## config.mk

```make
export PLATFORM = sky130hd
export DESIGN_NAME = fail_monitor
export DESIGN_NICKNAME = d
export VERILOG_FILES = /design/src/hw/fail_monitor_pkg.sv /design/src/hw/sticky_flag.sv /design/src/hw/fail_monitor.sv
export SDC_FILE = /design/constraint.sdc
export NUM_CORES = 1
export LEC_CHECK = 0
export ABC_AREA = 1
export BUFFER_PORTS_ARGS = -buffer_cell sky130_fd_sc_hd__buf_4
export CAP_MARGIN = 30
export CELL_PAD_IN_SITES_DETAIL_PLACEMENT = 0
export CELL_PAD_IN_SITES_GLOBAL_PLACEMENT = 1
export CORE_UTILIZATION = 36
export DETAILED_ROUTE_END_ITERATION = 8
export HOLD_SLACK_MARGIN = 0.1
export PLACE_DENSITY = 0.77
export SYNTH_ARGS = -nofsm -noshare
export SYNTH_HDL_FRONTEND = slang
export SYNTH_SLANG_ARGS = --single-unit
```

## constraint.sdc

```tcl
create_clock -name clk_in -period 1.7 [get_ports clk_in]
set_clock_uncertainty 0.1 [all_clocks]
set_input_delay 0.085 -clock clk_in [delete_from_list [all_inputs] [get_ports clk_in]]
set_output_delay 0.085 -clock clk_in [all_outputs]
set_load 0.01 [all_outputs]
```

## src/hw/fail_monitor_pkg.sv

```systemverilog
package fail_monitor_pkg;

  // Status register layout.
  localparam int          COUNT_WIDTH      = 4;
  localparam int          COUNT_LSB        = 0;
  localparam int          FAIL_BIT         = 4;
  localparam int          DRIVE_OFF_BIT    = 5;
  localparam int          RESET_FAIL_BIT   = 6;
  localparam logic [3:0]  COUNT_INIT       = 4'h5;
  localparam logic [3:0]  COUNT_MAX        = 4'hF;
  localparam logic [7:0]  STATUS_RESET     = 8'h05;

  // Device states as seen by this block.
  typedef enum logic [3:0] {
    DEV_ACTIVE     = 4'h1,
    DEV_DIAGNOSTIC = 4'h2,
    DEV_SAFE       = 4'h4,
    DEV_RESET      = 4'h8
  } device_state_type;

  // Events arriving from the error signal judge.
  typedef struct packed {
    logic error_seen;
    logic good_response;
  } monitor_event_type;

  // Transition requests toward the device state machine.
  typedef struct packed {
    logic go_safe;
    logic go_reset;
  } state_request_type;

endpackage : fail_monitor_pkg

```

## src/hw/sticky_flag.sv

```systemverilog
`timescale 1ns/10ps
// One read-to-clear status flag: set wins over a read clear, and a read
// clears the flag only when its condition is no longer present.
module sticky_flag (
  // Clock and reset.
  input  wire logic clk_in,
  input  wire logic reset_in,
  // Flag control.
  input  wire logic set_in,
  input  wire logic cond_in,
  input  wire logic read_in,
  // Flag value.
  output logic      flag_out
);

  logic next_flag;

  // Next flag value.
  always_comb begin
    next_flag = flag_out;
    if (read_in && !cond_in) begin
      next_flag = 1'b0;
    end
    if (set_in) begin
      next_flag = 1'b1;
    end
  end

  // Flag register.
  always_ff @(posedge clk_in or posedge reset_in) begin
    if (reset_in) begin
      flag_out <= 1'b0;
    end else begin
      flag_out <= next_flag;
    end
  end

endmodule : sticky_flag

```

## src/hw/fail_monitor.sv

```systemverilog
`timescale 1ns/10ps
// Contract
// - Detected failure sets flag and bumps counter.
// - Error adds one, good response subtracts one.
// - Counter five at init, RESET, DIAGNOSTIC entry.
// - Count at drive-off threshold sets two flags.
// - Drive-off threshold from ACTIVE/DIAGNOSTIC requests SAFE.
// - Count at reset threshold sets two flags.
// - Reset threshold from ACTIVE/DIAGNOSTIC requests RESET.
// - Drive-off flag bit five; flags read-to-clear.
// - Counter in low four bits, readable, writable.
// - Flags latch; read clears only absent condition.
// - Counter writes only in DIAGNOSTIC, unlocked.
module fail_monitor (
  // Clock and reset.
  input  wire logic                              clk_in,
  input  wire logic                              reset_in,
  // Monitor events and configuration.
  input  wire fail_monitor_pkg::monitor_event_type event_in,
  input  wire logic                              self_test_done_in,
  input  wire logic                              monitor_config_select_in,
  input  wire logic                              monitor_enable_bit_in,
  input  wire logic [3:0]                        drive_off_threshold_in,
  input  wire logic [3:0]                        reset_threshold_in,
  // Device state.
  input  wire fail_monitor_pkg::device_state_type device_state_in,
  input  wire logic                              config_lock_in,
  // Register access.
  input  wire logic                              status_read_in,
  input  wire logic                              count_write_in,
  input  wire logic [3:0]                        count_wdata_in,
  output logic [7:0]                             status_out,
  // Requests to the device state machine.
  output fail_monitor_pkg::state_request_type    request_out
);

  logic [3:0]                         count;
  logic [3:0]                         next_count;
  fail_monitor_pkg::device_state_type prev_state;
  logic                               prev_cfg;
  logic                               prev_en;
  logic                               next_prev_cfg;
  logic                               next_prev_en;
  logic                               reload;
  logic                               at_drive_off;
  logic                               at_reset;
  logic                               active_or_diag;
  logic                               fail_flag;
  logic                               drive_off_flag;
  logic                               reset_fail_flag;
  logic [7:0]                         next_status;
  fail_monitor_pkg::state_request_type next_request;

  // Reload events: RESET or DIAGNOSTIC entry, self-test, config toggle, enable rise.
  always_comb begin
    reload = self_test_done_in;
    if (monitor_config_select_in != prev_cfg) begin
      reload = 1'b1;
    end
    if (monitor_enable_bit_in && !prev_en) begin
      reload = 1'b1;
    end
    if ((device_state_in == fail_monitor_pkg::DEV_RESET ||
         device_state_in == fail_monitor_pkg::DEV_DIAGNOSTIC) &&
        device_state_in != prev_state) begin
      reload = 1'b1;
    end
  end

  // Counter next value with saturation and gated software writes.
  always_comb begin
    next_count    = count;
    next_prev_cfg = monitor_config_select_in;
    next_prev_en  = monitor_enable_bit_in;
    if (reload) begin
      next_count = fail_monitor_pkg::COUNT_INIT;
    end else if (count_write_in &&
                 device_state_in == fail_monitor_pkg::DEV_DIAGNOSTIC &&
                 !config_lock_in) begin
      next_count = count_wdata_in;
    end else if (event_in.error_seen && !event_in.good_response) begin
      if (count != fail_monitor_pkg::COUNT_MAX) begin
        next_count = count + 4'h1;
      end
    end else if (event_in.good_response && !event_in.error_seen) begin
      if (count != 4'h0) begin
        next_count = count - 4'h1;
      end
    end
  end

  // Counter and edge-detect registers.
  always_ff @(posedge clk_in or posedge reset_in) begin
    if (reset_in) begin
      count      <= fail_monitor_pkg::COUNT_INIT;
      prev_state <= fail_monitor_pkg::DEV_ACTIVE;
      prev_cfg   <= 1'b0;
      prev_en    <= 1'b1;
    end else begin
      count      <= next_count;
      prev_state <= device_state_in;
      prev_cfg   <= next_prev_cfg;
      prev_en    <= next_prev_en;
    end
  end

  // Threshold comparisons on the registered count.
  assign at_drive_off   = (count >= drive_off_threshold_in);
  assign at_reset       = (count >= reset_threshold_in);
  assign active_or_diag = (device_state_in == fail_monitor_pkg::DEV_ACTIVE) ||
                          (device_state_in ==
                           fail_monitor_pkg::DEV_DIAGNOSTIC);

  // Failure flag: set on each detected error or any threshold hit.
  sticky_flag fail_bit (
    .clk_in   (clk_in),
    .reset_in (reset_in),
    .set_in   (event_in.error_seen | at_drive_off | at_reset),
    .cond_in  (at_drive_off | at_reset),
    .read_in  (status_read_in),
    .flag_out (fail_flag)
  );

  // Drive-off flag follows the drive-off threshold.
  sticky_flag drive_off_bit (
    .clk_in   (clk_in),
    .reset_in (reset_in),
    .set_in   (at_drive_off),
    .cond_in  (at_drive_off),
    .read_in  (status_read_in),
    .flag_out (drive_off_flag)
  );

  // Reset-fail flag follows the reset threshold.
  sticky_flag reset_fail_bit (
    .clk_in   (clk_in),
    .reset_in (reset_in),
    .set_in   (at_reset),
    .cond_in  (at_reset),
    .read_in  (status_read_in),
    .flag_out (reset_fail_flag)
  );

  // Status image and transition requests, next values.
  always_comb begin
    next_status = 8'h00;
    next_status[fail_monitor_pkg::COUNT_LSB +: 4] = next_count;
    next_status[fail_monitor_pkg::FAIL_BIT]       = fail_flag;
    next_status[fail_monitor_pkg::DRIVE_OFF_BIT]  = drive_off_flag;
    next_status[fail_monitor_pkg::RESET_FAIL_BIT] = reset_fail_flag;
    next_request.go_safe  = at_drive_off && active_or_diag;
    next_request.go_reset = at_reset && active_or_diag;
  end

  // Output registers.
  always_ff @(posedge clk_in or posedge reset_in) begin
    if (reset_in) begin
      status_out  <= fail_monitor_pkg::STATUS_RESET;
      request_out <= '0;
    end else begin
      status_out  <= next_status;
      request_out <= next_request;
    end
  end

  // Error with no reload or write raises the count by one next cycle.
  property p_inc;
    @(posedge clk_in) disable iff (reset_in)
    (event_in.error_seen && !event_in.good_response && !reload &&
     !count_write_in && count != 4'hF) |=> (count == $past(count) + 4'h1);
  endproperty
  a_inc: assert property (p_inc)
    else $error("count did not increment");

  property p_dec;
    @(posedge clk_in) disable iff (reset_in)
    (event_in.good_response && !event_in.error_seen && !reload &&
     !count_write_in && count != 4'h0) |=> (count == $past(count) - 4'h1);
  endproperty
  a_dec: assert property (p_dec)
    else $error("count did not decrement");

  property p_sat;
    @(posedge clk_in) disable iff (reset_in)
    (count == 4'hF && !reload && !count_write_in) |=> (count != 4'h0);
  endproperty
  a_sat: assert property (p_sat) else $error("count wrapped");

  property p_reload;
    @(posedge clk_in) disable iff (reset_in)
    reload |=> (count == 4'h5);
  endproperty
  a_reload: assert property (p_reload)
    else $error("no reload to five");

  property p_fail_set;
    @(posedge clk_in) disable iff (reset_in)
    event_in.error_seen |=> fail_flag;
  endproperty
  a_fail_set: assert property (p_fail_set)
    else $error("fail flag missed");

  property p_drive_off;
    @(posedge clk_in) disable iff (reset_in)
    at_drive_off |=> (drive_off_flag && fail_flag);
  endproperty
  a_drive_off: assert property (p_drive_off)
    else $error("drive-off flag");

  property p_reset_flag;
    @(posedge clk_in) disable iff (reset_in)
    at_reset |=> (reset_fail_flag && fail_flag);
  endproperty
  a_reset_flag: assert property (p_reset_flag)
    else $error("reset flag");

  property p_safe_req;
    @(posedge clk_in) disable iff (reset_in)
    (at_drive_off && active_or_diag) |=> request_out.go_safe;
  endproperty
  a_safe_req: assert property (p_safe_req)
    else $error("no safe request");

  property p_reset_req;
    @(posedge clk_in) disable iff (reset_in)
    !active_or_diag |=> !request_out.go_reset;
  endproperty
  a_reset_req: assert property (p_reset_req)
    else $error("bad reset req");

  // A reset-threshold hit in ACTIVE or DIAGNOSTIC must raise the request.
  property p_reset_go;
    @(posedge clk_in) disable iff (reset_in)
    (at_reset && active_or_diag) |=> request_out.go_reset;
  endproperty
  a_reset_go: assert property (p_reset_go)
    else $error("no reset request");

  property p_locked;
    @(posedge clk_in) disable iff (reset_in)
    (count_write_in && config_lock_in && !reload &&
     !event_in.error_seen && !event_in.good_response) |=> $stable(count);
  endproperty
  a_locked: assert property (p_locked)
    else $error("locked write took");

  property p_latch;
    @(posedge clk_in) disable iff (reset_in)
    (drive_off_flag && !status_read_in) |=> drive_off_flag;
  endproperty
  a_latch: assert property (p_latch) else $error("flag not latched");

  property p_image;
    @(posedge clk_in) disable iff (reset_in)
    1'b1 |=> (status_out[3:0] == count && status_out[7] == 1'b0);
  endproperty
  a_image: assert property (p_image)
    else $error("status image wrong");

endmodule : fail_monitor

```

Word level (Yosys, flattened, before mapping)
Index checks and enable logic that the tools add are counted.
Widths: inputs -> output; s select.
- input bits: 26
- register bits after elaboration: 22
- magnitude comparators: 2
- equal/unequal tests: 6
- add/subtract/negate cells: 2
- mux-type cells: 15
- reduce and logical (&&, ||, !) cells: 24
- bitwise operators: 3
- operator list (kind ; count):
    $mux 4 ; 6
    $logic_and 1x1->1 ; 11
    $mux 1 ; 9
    $ge 4x4->1 ; 2
    $logic_not 1->1 ; 7
    $reduce_bool 2->1 ; 3
    $add 4x1->4 const B ; 1
    $eq 4x1->1 const B ; 1
    $eq 4x2->1 const B ; 1
    $eq 4x4->1 const B ; 1
    $ne 4x4->1 ; 1
    $ne 4x4->1 const B ; 1
    $reduce_bool 4->1 ; 1
    $sub 4x1->4 const B ; 1
    $or 1x1->1 ; 3
    $logic_or 1x1->1 ; 2
    $ne 1x1->1 ; 1

Depth between registers and ports, before layout
- depth after elaboration: 6
- mapped depth: 11

Hierarchy
Synthesis repeated with hierarchy kept, for this count alone.
- cells, all modules: 182
- area total of the unflattened synthesis: 1312.5 um^2
- modules (own cells, without submodules) (module ; cells an instance ; area each (um^2) ; instances ; seq. area each (um^2)):
    fail_monitor ; 161 ; 1169.9 ; 1 ; 380.4
    sticky_flag ; 7 ; 47.5 ; 3 ; 25.0

Worst setup path before layout
OpenSTA, ideal clock, no wires.
- path kind: reg2reg
- from: register count[0]
- to: register status_out[3]
- arrival: 1.461 ns
- cell stages (with the launch flop): 10
- path slack: 0.074 ns
- clock period less this slack: 1.626 ns
- cell sequence: dfstp_2 inv_1 ha_1 nand3_1 nand3_1 nand2_2 inv_2 nor2_4 nand3_1 nand2_1
- cells in the longest elaborated chain, start to end: 6
- ends and longest elaborated chain (what ; RTL line ; RTL):
    from (decl) ; fail_monitor.sv:37 ; logic [3:0] count;
    from (signal assigned) ; fail_monitor.sv:95 ; count <= fail_monitor_pkg::COUNT_INIT;
    from (signal assigned) ; fail_monitor.sv:100 ; count <= next_count;
    $sub 4x1->4 or $reduce_bool 4->1 (tied branches) ; fail_monitor.sv:87, fail_monitor.sv:86 ;
    $mux 4 ; fail_monitor.sv:86 ; if (count != 4'h0) begin
    $mux 4 ; fail_monitor.sv:85 ; end else if (event_in.good_response && !event_in.error_seen) begin
    $mux 4 * ; fail_monitor.sv:81 ; end else if (event_in.error_seen && !event_in.good_response) begin
    $mux 4 * ; fail_monitor.sv:77 ; end else if (count_write_in &&
    $mux 4 * ; fail_monitor.sv:75 ; if (reload) begin
    to (signal assigned) ; fail_monitor.sv:158 ; status_out <= fail_monitor_pkg::STATUS_RESET;
    to (signal assigned) ; fail_monitor.sv:161 ; status_out <= next_status;
    to (decl) ; fail_monitor.sv:32 ; output logic [7:0] status_out,
Every way passes the cells marked *; elsewhere a longest branch is shown, timed or not.
A chain may end at the register's enable or synchronous reset.

==> impl_metrics.csv <==
group,metric,value,unit
sta,setup_violations,1,
synthesis,ys_seq_elements,18,
clock_tree,cts.sinks,18,
die,die_area,3766,um2
pwr,p_total,1.074,mW
global_route,met2_usage,26.86,%
sta,slew_headroom,56.78,%
pwr,clockPowerShare,24.3,%
cells_and_area,drive_above_1_share,33.90,%
sta,layout_min_cycle_time,1.719,ns
placement,io_buffers,34,
clock_tree,insertion_delay,0.29,ns
setup_path,reg2reg_depth,8,
pwr,seq_power_share,45.2,%
global_route,top_usage_layer,"met2",
clock_tree,cts.clk_slew.worst_paths,0.11,ns
global_route,use_met3,3.151,%
sta,rsz0062_at_grt,"true",
sta,fmax,0.5818,GHz
synthesis,synth_fp_nets,211,
pwr,p_leak,1.045,nW
synthesis,synth_area,1269,um2
synthesis,synth_cell_types,25,
pwr,p_int,0.7658,mW
die,die_w,61.37,um
die,row_count,21,
routing,via_count,1247,
global_route,grt_pass1_wl,4.526,mm
worst_hold_path,holdCritPathClass,"primary input to flop",
global_route,grt_pass1_vias,1106,
global_route,grtUsageMet1,22.08,%
flow_run,max_cap_violations,0,
routing,drc,0,
global_route,grt_max_degree,19,
sta,worst_slack,-0.01890,ns
clock_tree,cts_tree,"done",
routing,dr.pass1.iters,4,
setup_path,worstPathMaxFanout,4,
placement,gp_congestion,0.8241,
run_status,failed_checks,"negative setup slack",
worst_hold_path,min_path_cells,6,
cells_and_area,diodes,0,
die,core,3363,um2
placement,place_area,1608,um2
setup_path,critPathKind,"flop to flop",
synthesis,synth_warnings,0,
setup_path,cp.required,1.79,ns
cells_and_area,area_growth,51.87,%
run_status,outcome,"complete, but fails checks",
cells_and_area,mostFrequentLayoutCells,"buf_4, nand2_1, inv_1",
clock_tree,cts-root-buf,"clkbuf_4",
pwr,cellPowerDensity,557.2,nW/um2
cells_and_area,fin_area,1927,um2
setup_path,ff2ff_setup_slack,-0.02,ns
cells_and_area,num-nets-final,275,
sta,hold_violations,0,
routing,first_iter_violations,37,
synthesis,ys_top_cells_by_area,"dfrtp_1, nand2_1, ha_1",
sta,worstMarginPinSlew,0.6476,ns
die,start_util,37.72,%
synthesis,synth_top_area_share,27.61,%
clock_tree,h-tree-depth,1,
global_route,antenna_found_initial,0,
placement,hpwl,2.201,mm
sta,timing.final.crit_share,101.1,%
pwr,p_switching,0.3078,mW
routing,ant_nets,0,
setup_path,end_kind,"flop",
routing,wl_per_cell,10.29,um
global_route,grt_usage,16.00,%
clock_tree,cts_buffer_depth,2,
routing,via_per_inst,4.422,
synthesis,syn_area_per_cell,7.334,um2
setup_path,cp_data_arrival_time,1.81,ns
die,die_y,61.37,um
global_route,overflow,0,
pwr,combPwrFrac,30.6,%
synthesis,seq_area_frac_synth,35.90,%
pwr,switching_share,28.67,%
cells_and_area,final_common_cell,"buf_4",
routing,drt_wl_total,2.902,mm
setup_path,worst_setup_path_start_kind,"flop",
synthesis,netlist_instances,173,
clock_tree,numCtsBuffers,3,
pwr,ir_drop,0.3214,mV
sta,maxSlewViolCount,0,
synthesis,yosys.area.top_type,"dfrtp_1",
die,io_pins,36,
placement,dp_slack,-0.02209,ns
==> metal layers <==
layer	share of wire (%)	vias to the layer above
met1	48	564
met3	2.9	0
met5	0	-
met4	0	0
met2	49	30
li1	-	653
==> layout make-up <==
cell class                      count  area, um2
Multi-Input combinational cell    114      728.2
Tap cell                           46      57.56
Inverter                           39      148.9
Fill cell                         338       1436
Clock buffer                        4      36.28
Sequential cell                    18      456.7
Timing Repair Buffer               61      499.2
==> state kept, by name, summed over array words and instances, names as in the netlist <==
| signal | count |
|---|---|
| prev_state | 4 |
| fail_bit.flag_out | 1 |
| status_out | 4 |
| reset_fail_bit.flag_out | 1 |
| count | 3 |
| prev_en | 1 |
| drive_off_bit.flag_out | 1 |
| request_out | 2 |
| prev_cfg | 1 |
==> cell families (layout without fill, tap and decap cells) <==
| kind of cell | count (synthesis) | after routing | synth area share, % |
|---|---|---|---|
| and+or+nand+nor | 86 | 86 | 31.66 |
| buffers and inverters | 41 | 104 | 13.02 |
| adders and majority gates | 12 | 12 | 11.83 |
| DFF | 18 | 18 | 35.90 |
| other | 1 | 1 | 0.2956 |
| AOI/OAI and AO/OA | 13 | 13 | 5.917 |
| xor gates and xnor gates | 2 | 2 | 1.381 |
==> stage by stage <==
stage | std cells | TNS [ns] | util, % | hold WS (ns)
after floorplan | 173 | 0 | - | -0.07935
after global placement | 257 | -0.004128 | 47.81 | 0.1028
after detailed placement | 257 | -0.02209 | 47.81 | 0.1065
after CTS | 276 | 0 | 53.61 | 0.1662
after global routing | 282 | -0.1117 | 57.29 | 0.2113
final | 282 | -0.01890 | 57.29 | 0.1830
==> critical path, stage by stage, from the launching register on <==
cell and delay [ns]:
dfstp_2 0.63, ha_4 0.22, nand2_2 0.05, inv_2 0.04, o21ai_1 0.08, nand2_1 0.11
a31oi_4 0.20, nand2b_4 0.16, inv_2 0.03
==> what timing repair did <==
action                     4_1_cts  5_1_grt
gates resized for setup          2       18
buffers inserted                 0        7
setup endpoints to repair        4        7
hold endpoints to repair        29        0
hold buffers                    15        0
pin swaps                        0        7
==> power groups by stage <==
stage / registers [mW] / clock network (mW) / logic (mW)
2_1_floorplan: 0.496 / 0 / 0.137
3_3_place_gp: 0.488 / 0 / 0.256
3_5_place_dp: 0.491 / 0 / 0.260
4_1_cts: 0.483 / 0.272 / 0.293
5_1_grt: 0.490 / 0.289 / 0.366
6_report: 0.485 / 0.261 / 0.328
==> Yosys cell counts, drive strengths merged <==
| cell type | instances |
|---|---|
| nand2 | 46 |
| inv | 39 |
| nor2 | 18 |
| nand3 | 15 |
| dfrtp | 14 |
| ha | 12 |
| a21oi | 6 |
| dfstp | 4 |
| nand4 | 4 |
| o21ai | 3 |
| buf | 2 |
| o21bai | 2 |
| xor2 | 2 |
| a31oi | 1 |
| conb | 1 |
| nand2b | 1 |
| nor3 | 1 |
| o2111ai | 1 |
| or2 | 1 |
==> final timing paths <==
| kind | from | to |
|---|---|---|
| max | count[2]$_DFFE_PP1P_ | request_out[1]$_DFF_PP0_ |
| min | self_test_done_in | count[0]$_DFFE_PP1P_ |
| max reg2reg | count[2]$_DFFE_PP1P_ | request_out[1]$_DFF_PP0_ |
| min reg2reg | fail_bit.flag_out$_DFFE_PP0P_ | status_out[4]$_DFF_PP0_ |
| max in group asynchronous | reset_in | count[1]$_DFFE_PP0P_ |
| min in group asynchronous | reset_in | prev_state[2]$_DFF_PP0_ |
No activity file was read; power rests on OpenSTA's default activity.
